$ cat src/verilog/pfc_pkg.sv
// Constants, types and helper functions for the profiling event counters
package pfc_pkg;

  localparam int NUM_EV = 6;
  localparam int FW = 26;
  localparam int AW = 8;
  localparam int EV_IDX_W = 3;

  // Arbitrary implementation figures
  localparam logic [FW-1:0] MIN_INTERVAL = 26'h000_0100;
  localparam logic [31:0] EVENT_SIZE = 32'h0000_0020;
  localparam logic [31:0] FLAGS_AVAIL = 32'hE000_007E;

  // Flags word
  localparam int FLG_EV_LO = 1;
  localparam int FLG_CONTINUOUS_MODE_SELECT = 29;
  localparam int FLG_TS = 30;
  localparam int FLG_INT = 31;

  // Command word bits
  localparam int CMD_LOAD = 0;
  localparam int CMD_STORE = 1;

  // Register map (byte addresses)
  localparam logic [AW-1:0] REG_FLAGS = 8'h00;
  localparam logic [AW-1:0] REG_SIZE = 8'h04;
  localparam logic [AW-1:0] REG_HEAD = 8'h08;
  localparam logic [AW-1:0] REG_TAIL = 8'h0C;
  localparam logic [AW-1:0] REG_THRESH = 8'h10;
  localparam logic [AW-1:0] REG_DROP_LO = 8'h14;
  localparam logic [AW-1:0] REG_DROP_HI = 8'h18;
  localparam logic [AW-1:0] REG_CMD = 8'h1C;
  localparam logic [AW-1:0] REG_STATUS = 8'h20;
  // Event pairs: base + 8*index, interval then counter
  localparam logic [1:0] EV_AREA_TAG = 2'h1;

  typedef struct packed {
    logic [EV_IDX_W-1:0] event_id;
    logic [63:0] timestamp;
    logic [31:0] offset;
  } pfc_record_t;

  function automatic logic ev_hit(input logic [AW-1:0] a);
    return (a[7:6] == EV_AREA_TAG) && (int'(a[5:3]) < NUM_EV) && (a[1:0] == 2'h0);
  endfunction

  function automatic logic [EV_IDX_W-1:0] ev_idx(input logic [AW-1:0] a);
    return a[5:3];
  endfunction

  function automatic logic ev_is_cnt(input logic [AW-1:0] a);
    return a[2];
  endfunction

  // Negative becomes zero
  function automatic logic [FW-1:0] clamp_zero(input logic [FW-1:0] v);
    return v[FW-1] ? '0 : v;
  endfunction

  // Negative or short becomes the minimum
  function automatic logic [FW-1:0] clamp_min(input logic [FW-1:0] v);
    return (v[FW-1] || v < MIN_INTERVAL) ? MIN_INTERVAL : v;
  endfunction

endpackage

$ cat src/verilog/pfc_evcnt.sv
// One event down-counter with reload on expiry
`timescale 1ns/10ps
module pfc_evcnt
  import pfc_pkg::*;
(
  input wire logic clock,
  input wire logic srst,
  input wire logic load,
  input wire logic [FW-1:0] load_val,
  input wire logic [FW-1:0] interval,
  input wire logic en,
  input wire logic ev,
  output logic [FW-1:0] count_reg,
  output logic expire_reg
);

  always_ff @(posedge clock) begin
    if (srst) begin
      count_reg <= '0;
    end else if (load) begin
      count_reg <= load_val;
    end else if (en && ev) begin
      if (count_reg == '0) begin
        count_reg <= interval;
      end else begin
        count_reg <= count_reg - 26'h000_0001;
      end
    end
  end

  always_ff @(posedge clock) begin
    if (srst) begin
      expire_reg <= 1'b0;
    end else begin
      expire_reg <= !load && en && ev && (count_reg == '0);
    end
  end

  a_expire_cause: assert property (@(posedge clock) disable iff (srst)
    expire_reg |-> $past(count_reg) == '0 && $past(ev) && $past(en))
    else $error("counter expired without a zero count and event");

  a_load_value: assert property (@(posedge clock) disable iff (srst)
    load |=> count_reg == $past(load_val))
    else $error("counter did not take its load value");

  a_reload_interval: assert property (@(posedge clock) disable iff (srst)
    expire_reg |-> count_reg == $past(interval))
    else $error("counter did not reload from interval on expiry");

endmodule // pfc_evcnt

$ cat src/verilog/pfc_core.sv
// Profiling unit: control block image, event counters and ring record writer
//
// The address map and the plain strobed port are this design's own decisions.
`timescale 1ns/10ps
module pfc_core
  import pfc_pkg::*;
(
  input wire logic clock,
  input wire logic srst,
  input wire logic [AW-1:0] addr,
  input wire logic [31:0] wdata,
  input wire logic wr_en,
  input wire logic rd_en,
  output logic [31:0] rdata,
  input wire logic [NUM_EV-1:0] ev_in,
  input wire logic [63:0] tsc,
  output logic rec_valid,
  output pfc_record_t rec,
  output logic thresh_irq,
  output logic [NUM_EV-1:0] ev_active
);

  logic [31:0] flags_reg;
  logic [31:0] eff_flags_reg;
  logic [31:0] size_reg;
  logic [31:0] head_reg;
  logic [31:0] tail_reg;
  logic [31:0] thr_reg;
  logic [63:0] drop_reg;
  logic [FW-1:0] intv_reg [NUM_EV];
  logic [FW-1:0] cnt_reg [NUM_EV];
  logic [FW-1:0] live_cnt [NUM_EV];
  logic [NUM_EV-1:0] expire;
  logic [NUM_EV-1:0] pend_reg;
  logic [NUM_EV-1:0] pick;
  logic [EV_IDX_W-1:0] pick_idx;
  logic [31:0] head_next;
  logic [31:0] used_next;
  logic [31:0] thr_eff;
  logic [31:0] rdata_next;
  logic [31:0] rdata_reg;
  logic rec_valid_reg;
  pfc_record_t rec_reg;
  logic irq_reg;
  logic [NUM_EV-1:0] active_reg;
  logic do_load;
  logic do_store;
  logic writing;
  logic full_hit;

  assign do_load = wr_en && (addr == REG_CMD) && wdata[CMD_LOAD];
  assign do_store = wr_en && (addr == REG_CMD) && wdata[CMD_STORE];
  assign writing = |pend_reg;

  // Interval clamp that applies to an event slot
  function automatic logic [FW-1:0] clamp_intv(input int i, input logic [FW-1:0] v);
    return (i == 0) ? clamp_zero(v) : clamp_min(v);
  endfunction

  // Ring offset after one record, wrapping at the buffer end
  function automatic logic [31:0] ring_step(input logic [31:0] h, input logic [31:0] sz);
    logic [31:0] n;
    n = h + EVENT_SIZE;
    return (n >= sz) ? '0 : n;
  endfunction

  // Counters
  for (genvar g = 0; g < NUM_EV; g++) begin : g_ev
    pfc_evcnt u_cnt (
      .clock(clock),
      .srst(srst),
      .load(do_load),
      .load_val(clamp_zero(cnt_reg[g])),
      .interval(intv_reg[g]),
      .en(active_reg[g]),
      .ev(ev_in[g]),
      .count_reg(live_cnt[g]),
      .expire_reg(expire[g])
    );
  end

  // Flags: loaded flags are masked by what is available
  always_ff @(posedge clock) begin
    if (srst) begin
      flags_reg <= '0;
      eff_flags_reg <= '0;
    end else if (do_load) begin
      flags_reg <= flags_reg & FLAGS_AVAIL;
      eff_flags_reg <= flags_reg & FLAGS_AVAIL;
    end else if (wr_en && addr == REG_FLAGS) begin
      flags_reg <= wdata;
    end
  end

  always_ff @(posedge clock) begin
    if (srst) begin
      active_reg <= '0;
    end else if (do_load) begin
      active_reg <= flags_reg[FLG_EV_LO +: NUM_EV] & FLAGS_AVAIL[FLG_EV_LO +: NUM_EV];
    end
  end

  // Interval and counter image with write-back on load and store
  always_ff @(posedge clock) begin
    if (srst) begin
      for (int i = 0; i < NUM_EV; i++) begin
        intv_reg[i] <= '0;
        cnt_reg[i] <= '0;
      end
    end else begin
      for (int i = 0; i < NUM_EV; i++) begin
        if (do_load) begin
          intv_reg[i] <= clamp_intv(i, intv_reg[i]);
          cnt_reg[i] <= clamp_zero(cnt_reg[i]);
        end else if (do_store) begin
          cnt_reg[i] <= live_cnt[i];
        end else if (wr_en && ev_hit(addr) && int'(ev_idx(addr)) == i) begin
          if (ev_is_cnt(addr)) begin
            cnt_reg[i] <= wdata[FW-1:0];
          end else begin
            intv_reg[i] <= wdata[FW-1:0];
          end
        end
      end
    end
  end

  always_ff @(posedge clock) begin
    if (srst) begin
      size_reg <= '0;
      tail_reg <= '0;
      thr_reg <= '0;
    end else if (wr_en) begin
      if (addr == REG_SIZE) begin
        size_reg <= wdata;
      end
      if (addr == REG_TAIL) begin
        tail_reg <= wdata;
      end
      if (addr == REG_THRESH) begin
        thr_reg <= wdata;
      end
    end
  end

  // Pending records, lowest event first; a new expiry wins over the clear of a picked record, a load clears all
  always_comb begin
    pick = '0;
    pick_idx = '0;
    for (int i = NUM_EV - 1; i >= 0; i--) begin
      if (pend_reg[i]) begin
        pick = '0;
        pick[i] = 1'b1;
        pick_idx = EV_IDX_W'(i);
      end
    end
  end

  always_ff @(posedge clock) begin
    if (srst || do_load) begin
      pend_reg <= '0;
    end else begin
      pend_reg <= (pend_reg & ~pick) | expire;
    end
  end

  // Ring head and overflow handling
  assign head_next = ring_step(head_reg, size_reg);
  assign full_hit = (head_next == tail_reg) && !eff_flags_reg[FLG_CONTINUOUS_MODE_SELECT];
  assign thr_eff = thr_reg & ~(EVENT_SIZE - 32'h0000_0001);
  assign used_next = (head_next >= tail_reg) ? head_next - tail_reg
                                             : head_next + size_reg - tail_reg;

  // Head advance takes priority over a software write in the same cycle
  always_ff @(posedge clock) begin
    if (srst) begin
      head_reg <= '0;
    end else if (writing && !full_hit) begin
      head_reg <= head_next;
    end else if (wr_en && addr == REG_HEAD) begin
      head_reg <= wdata;
    end
  end

  always_ff @(posedge clock) begin
    if (srst) begin
      drop_reg <= '0;
    end else if (writing && full_hit) begin
      drop_reg <= drop_reg + 64'h0000_0000_0000_0001;
    end
  end

  always_ff @(posedge clock) begin
    if (srst) begin
      rec_valid_reg <= 1'b0;
      rec_reg <= '0;
    end else begin
      rec_valid_reg <= writing;
      if (writing) begin
        rec_reg.event_id <= pick_idx + EV_IDX_W'(1);
        rec_reg.timestamp <= eff_flags_reg[FLG_TS] ? tsc : '0;
        rec_reg.offset <= head_reg;
      end
    end
  end

  always_ff @(posedge clock) begin
    if (srst) begin
      irq_reg <= 1'b0;
    end else begin
      irq_reg <= writing && !full_hit && eff_flags_reg[FLG_INT]
                 && (used_next >= thr_eff);
    end
  end

  // Register read port
  always_comb begin
    rdata_next = '0;
    if (ev_hit(addr)) begin
      rdata_next = {{(32 - FW){1'b0}},
                    ev_is_cnt(addr) ? cnt_reg[ev_idx(addr)] : intv_reg[ev_idx(addr)]};
    end else begin
      unique case (addr)
        REG_FLAGS: rdata_next = flags_reg;
        REG_SIZE: rdata_next = size_reg;
        REG_HEAD: rdata_next = head_reg;
        REG_TAIL: rdata_next = tail_reg;
        REG_THRESH: rdata_next = thr_reg;
        REG_DROP_LO: rdata_next = drop_reg[31:0];
        REG_DROP_HI: rdata_next = drop_reg[63:32];
        REG_STATUS: rdata_next = {{(32 - NUM_EV){1'b0}}, active_reg};
        default: rdata_next = '0;
      endcase
    end
  end

  always_ff @(posedge clock) begin
    if (srst) begin
      rdata_reg <= '0;
    end else begin
      rdata_reg <= rd_en ? rdata_next : '0;
    end
  end

  assign rdata = rdata_reg;
  assign rec_valid = rec_valid_reg;
  assign rec = rec_reg;
  assign thresh_irq = irq_reg;
  assign ev_active = active_reg;

  a_flags_mask: assert property (@(posedge clock) disable iff (srst)
    do_load |=> (flags_reg & ~FLAGS_AVAIL) == '0 && eff_flags_reg == flags_reg)
    else $error("flags not masked to available features on load");

  a_sample_clamp: assert property (@(posedge clock) disable iff (srst)
    do_load && intv_reg[0][FW-1] |=> intv_reg[0] == '0)
    else $error("negative sample interval not replaced by zero");

  a_sample_keep: assert property (@(posedge clock) disable iff (srst)
    do_load && !intv_reg[0][FW-1] |=> intv_reg[0] == $past(intv_reg[0]))
    else $error("short sample interval altered on load");

  a_retired_clamp: assert property (@(posedge clock) disable iff (srst)
    do_load && (intv_reg[1][FW-1] || intv_reg[1] < MIN_INTERVAL)
    |=> intv_reg[1] == MIN_INTERVAL)
    else $error("short retired-instruction interval not raised to minimum");

  a_other_clamp: assert property (@(posedge clock) disable iff (srst)
    do_load && (intv_reg[NUM_EV-1][FW-1] || intv_reg[NUM_EV-1] < MIN_INTERVAL)
    |=> intv_reg[NUM_EV-1] == MIN_INTERVAL)
    else $error("short interval of the last event not raised to minimum");

  a_count_clamp: assert property (@(posedge clock) disable iff (srst)
    do_load && cnt_reg[1][FW-1] |=> cnt_reg[1] == '0)
    else $error("negative counter not replaced by zero on load");

  a_store_capture: assert property (@(posedge clock) disable iff (srst)
    do_store && !do_load |=> cnt_reg[1] == $past(live_cnt[1]))
    else $error("store did not capture the live count");

  a_active_mask: assert property (@(posedge clock) disable iff (srst)
    do_load |=> ev_active == ($past(flags_reg[FLG_EV_LO +: NUM_EV])
                              & FLAGS_AVAIL[FLG_EV_LO +: NUM_EV]))
    else $error("enabled events do not follow the loaded flags");

  a_continuous_mode_select_select: assert property (@(posedge clock) disable iff (srst)
    do_load |=> eff_flags_reg[FLG_CONTINUOUS_MODE_SELECT]
                == ($past(flags_reg[FLG_CONTINUOUS_MODE_SELECT]) && FLAGS_AVAIL[FLG_CONTINUOUS_MODE_SELECT]))
    else $error("continuous mode not taken from selection and availability");

  a_drop_count: assert property (@(posedge clock) disable iff (srst)
    writing && full_hit |=> drop_reg == $past(drop_reg) + 64'h0000_0000_0000_0001
                            && head_reg == $past(head_reg))
    else $error("full ring did not hold head and count a dropped record");

  a_head_advance: assert property (@(posedge clock) disable iff (srst)
    writing && !full_hit |=> head_reg == $past(head_next))
    else $error("head did not advance after a record");

  a_continuous_mode_select_advance: assert property (@(posedge clock) disable iff (srst)
    writing && eff_flags_reg[FLG_CONTINUOUS_MODE_SELECT] |=> head_reg == $past(head_next))
    else $error("continuous mode failed to advance head");

  a_continuous_mode_select_nodrop: assert property (@(posedge clock) disable iff (srst)
    writing && eff_flags_reg[FLG_CONTINUOUS_MODE_SELECT] |=> drop_reg == $past(drop_reg))
    else $error("continuous mode counted a dropped record");

  a_record_offset: assert property (@(posedge clock) disable iff (srst)
    writing |=> rec_valid && rec.offset == $past(head_reg))
    else $error("record not written at the head offset");

  a_pick_lowest: assert property (@(posedge clock) disable iff (srst)
    rec_valid && rec.event_id != EV_IDX_W'(1) |-> !$past(pend_reg[0]))
    else $error("later event recorded ahead of a pending sample event");

  a_pend_set: assert property (@(posedge clock) disable iff (srst)
    expire != '0 && !do_load |=> pend_reg != '0)
    else $error("expiry lost before its record");

  a_irq_enable: assert property (@(posedge clock) disable iff (srst)
    thresh_irq |-> $past(eff_flags_reg[FLG_INT]) && $past(used_next) >= $past(thr_eff))
    else $error("threshold interrupt without enable or fill level");

  a_irq_record: assert property (@(posedge clock) disable iff (srst)
    thresh_irq |-> rec_valid)
    else $error("threshold interrupt without a stored record");

  a_irq_zero: assert property (@(posedge clock) disable iff (srst)
    writing && !full_hit && eff_flags_reg[FLG_INT] && thr_reg == '0
    |=> thresh_irq)
    else $error("zero threshold did not interrupt on a head advance");

  a_timestamp_zero: assert property (@(posedge clock) disable iff (srst)
    rec_valid && !$past(eff_flags_reg[FLG_TS]) |-> rec.timestamp == '0)
    else $error("timestamp stored while not selected");

  a_ts_stored: assert property (@(posedge clock) disable iff (srst)
    rec_valid && $past(eff_flags_reg[FLG_TS]) |-> rec.timestamp == $past(tsc))
    else $error("selected timestamp not stored in the record");

  a_expiry_to_record: assert property (@(posedge clock) disable iff (srst)
    expire[0] && !do_load |-> ##[1:6] rec_valid)
    else $error("sample expiry produced no record");

  c_record: cover property (@(posedge clock) disable iff (srst) rec_valid);
  c_drop: cover property (@(posedge clock) disable iff (srst) writing && full_hit);
  c_irq: cover property (@(posedge clock) disable iff (srst) thresh_irq);
  c_two_pending: cover property (@(posedge clock) disable iff (srst) $countones(pend_reg) > 1);
  c_continuous_mode_select_wrap: cover property (@(posedge clock) disable iff (srst)
    writing && eff_flags_reg[FLG_CONTINUOUS_MODE_SELECT] && head_next == tail_reg);

endmodule // pfc_core

$ cat config.mk
export PLATFORM = sky130hd
export DESIGN_NAME = pfc_core
export DESIGN_NICKNAME = d
export VERILOG_FILES = /design/src/verilog/pfc_pkg.sv /design/src/verilog/pfc_evcnt.sv /design/src/verilog/pfc_core.sv
export SDC_FILE = /design/constraint.sdc
export NUM_CORES = 2
export LEC_CHECK = 0
export ABC_CLOCK_PERIOD_IN_PS = 20200
export BUFFER_PORTS_ARGS = -buffer_cell sky130_fd_sc_hd__buf_4
export CAP_MARGIN = 30
export CORE_MARGIN = 2
export CORE_UTILIZATION = 32
export CTS_BUF_LIST = sky130_fd_sc_hd__clkbuf_2
export CTS_CLUSTER_SIZE = 24
export DETAILED_ROUTE_END_ITERATION = 7
export MAX_ROUTING_LAYER = met4
export SKIP_LAST_GASP = 1
export SLEW_MARGIN = 20
export SYNTH_ARGS = -nofsm -noshare
export SYNTH_HDL_FRONTEND = slang
export SYNTH_SLANG_ARGS = --single-unit
$ cat constraint.sdc
create_clock -name clock -period 20.2 [get_ports clock]
set_input_delay 4.04 -clock clock [delete_from_list [all_inputs] [get_ports clock]]
set_output_delay 4.04 -clock clock [all_outputs]
set_load 0.1 [all_outputs]
==> summary by stage <==
Status
The run finished, with violations left. The final reports fail on design-rule violations.

Yosys
The number of instances in the synthesized netlist is 5,232. The synthesized design spends more area on one cell type than any other, namely sky130_fd_sc_hd__dfxtp_1. Counting every net in the synthesized netlist gives 5,510. The synthesized netlist contains 87 unique library cells. The number of synthesized flops with an enable pin is 312.

The part of the Yosys area used for sequential elements is 42.7%. The summed instance area of the synthesized netlist is 47,000 um^2. The register bit total from synthesis is 846. The share of Yosys cell area claimed by the top area cell type is 22.7%. The Yosys step of the flow raised 0 warnings. The share of synthesized registers carrying an async set or reset is 0%.

In the synthesized netlist the dominant register cell turns out to be sky130_fd_sc_hd__dfxtp_1. The mean area per synthesized cell is 8.98 um^2. By area the synthesized netlist is led by sky130_fd_sc_hd__dfxtp_1 (23%), sky130_fd_sc_hd__edfxtp_1 (20%), sky130_fd_sc_hd__a21oi_1 (5.6%).

Routing
The via count is 43,544. The number of violations reported at the end of detailed-routing iteration 0 is 6,053. For this run, design rule violations remaining after detail routing come to 19. The number of iterations in the first detailed-routing pass is 8. The average vias per placed instance is 5.77. The routed design has 194,000 um of wire. The average wire per standard cell is 25.7 um.

In this run the remaining antenna-violating nets after routing total 0.

Place
The detailed placer's ending HPWL is 135,000 um. The count of buffers added on input and output ports is 252. The placement-stage cell area is 50,700 um^2. The routability-driven placement congestion ratio is 0.940.

The worst slack at placement is 11,380 ps.

Pwr
The maximum vdd drop is 0.0411 mV. The power per unit of standard cell area is 64.1 nW/um^2. The leakage power summed over all cells is 20.8 nW.

The post-route total power is 3.39 mW.

STA
The relative max-transition margin is 22.2%. The peak clock frequency supported by timing is 112 MHz. Setup violations remaining at the end of the flow were counted as 0.

Across all hold checks on the routed design, the worst slack comes to 365 ps. The final max-slew violation count came to 0. The post-layout minimum cycle time is 8940 ps. The final worst-path setup slack is 11,260 ps. Setup repair after global routing left no endpoint under its margin. The final clock period utilization by the worst path is 44.3%. The count of final hold-check violations is 0.

The setup TNS is 0 ps. The clock arrives with 170 ps of skew. The transition time at the pin with the least slew margin is 1170 ps.

Clock tree
The clock buffer count from CTS is 225. The cell at the root of the clock tree is sky130_fd_sc_hd__clkbuf_2. Once the clock tree was built, the resizer swapped 0 gates to a different size. The buffers inserted during post-CTS setup optimization is 0. The clock-pin slew reported for the worst setup and hold paths after clock tree synthesis is 100 ps.

The count of H-tree levels built during CTS is 4. The clock tree from TritonCTS is yes. Clock tree synthesis found a total of 846 sinks. The insertion delay to the later sink of the worst-skew pair is 1750 ps.

The maximum buffer depth of the clock tree is 3. The number of hold buffers added after CTS was 0.

Critical path
The critical path is of the reg2reg type. The data arrival time of the critical path is 10,490 ps. Of all nets on the critical path, the largest fanout is 27. The cell class contributing the biggest share of worst-path delay is compound AO/OA/AOI/OAI gates. For this run, the slowest stage of the critical path takes 560 ps.

The critical path data required time is 21,750 ps. The sort of element at the end of the critical path is a register. The standard cell with the maximum stage delay on the critical path is sky130_fd_sc_hd__or3b_2. The launching element type of the critical path is a register.

The number of buffer and inverter instances along the worst setup path is 2.

Final layout
In the layout the commonest cells are sky130_fd_sc_hd__nand2_1 (694), sky130_fd_sc_hd__dfxtp_1 (534), sky130_fd_sc_hd__a21oi_1 (519). The area overhead of the layout relative to synthesis is 12.4%. The sequential cell area in the final layout is 20,100 um^2. The post-layout instance area is 52,900 um^2. At the end of the flow, the number of nets in the layout was 5,703. In the final layout, the share of cells above drive strength 1 is 15.4%. Leaving out fill and tap cells, the most frequent cell in the layout is sky130_fd_sc_hd__nand2_1.

The layout has 15,050 filler cells. Summing all multi-input logic gate instances after layout gives 24,400 um^2.

Die
The die extent in x is 387 um. Measured along the y axis, the die boundary spans 387 um. The floorplan row count is 140. For this configuration, the core starts out at a cell density of 32.3%. The die covers 150,000 um^2. The area of the core is 146,000 um^2. Pin placement for this block handled 253 I/O pins.

Global routing
The initial antenna violation count is 17. The global route total overflow is 0. The wire length of the first global-routing pass is 281,000 um.

The number of global-route vias before repair is 41,205. The global-route usage over all layers is 25.7%. The maximum number of pins on one net before global-route repair is 184.

Min path
The type of the most critical hold path is reg2reg.

Flow run
The reported max-cap violation count is 0.
[metal layers]
metal  part of all wire (%)  vias up  track usage, %
met5                      0        -               -
met4                    3.7        0            10.2
met3                     11      369            6.54
met2                     43     2542            37.2
met1                     42    21059            34.2
li1                       -    19574               -
[Yosys cell counts, drive strengths merged, types with 76 or more instances]
master and number:
buf 108, xnor2 126, clkbuf 265, a21oi 525, inv 330, nand2 696
a222oi 105, nor2 311, edfxtp 312, dfxtp 534, xor2 89, nor3 84
nand3 76, o211ai 137, a22oi 173, a211oi 94, ha 132, and2 169
o21ai 156, mux2i 78
[metrics by stage]
stage / instances / utilization (%)
CTS: 7530 / 36.2
finish: 7545 / 36.3
global route: 7544 / 36.3
global placement: 7112 / 34.8
floorplan: 5232 / -
detailed placement: 7113 / 34.8
[cell type report]
class | count | area share (%)
Multi-Input combinational cell | 3682 | 46.2
Sequential cell | 846 | 38.0
Timing Repair Buffer | 339 | 4.90
Tap cell | 1917 | 4.54
Clock buffer | 357 | 3.38
Inverter | 331 | 2.35
Clock inverter | 60 | 0.651
Antenna cell | 13 | 0.0615
[power by group]
group          switching (mW)  leakage [nW]  internal (mW)
sequential             0.0306          7.39           1.79
clock                   0.794          1.65          0.502
combinational           0.184          11.7         0.0870
[worst paths after layout]
check                from          endpoint  slack [ps]  cells past startpoint
max           head_reg[5]        thresh_irq       11260                     35
min          flags_reg[6]  eff_flags_reg[6]         360                      2
max reg2reg   head_reg[5]        thresh_irq       11260                     35
min reg2reg  flags_reg[6]  eff_flags_reg[6]         360                      2
[tightest hold or removal path: cells and delay by family, from the launching register on]
kind / cells / cell delay [ps]
AOI/OAI and AO/OA: 1 / 60
DFF: 1 / 350
and+or+nand+nor: 1 / 60
[cells by family after synthesis]
family | Yosys count | share of synthesized area (%)
mux | 138 | 4.34
buf+inv | 704 | 5.90
compound gates | 1492 | 21.2
simple gates | 1672 | 16.9
flops | 846 | 42.7
xor+xnor | 216 | 4.05
fa+ha+maj | 164 | 4.88
No activity file was read; power rests on OpenSTA's default activity.
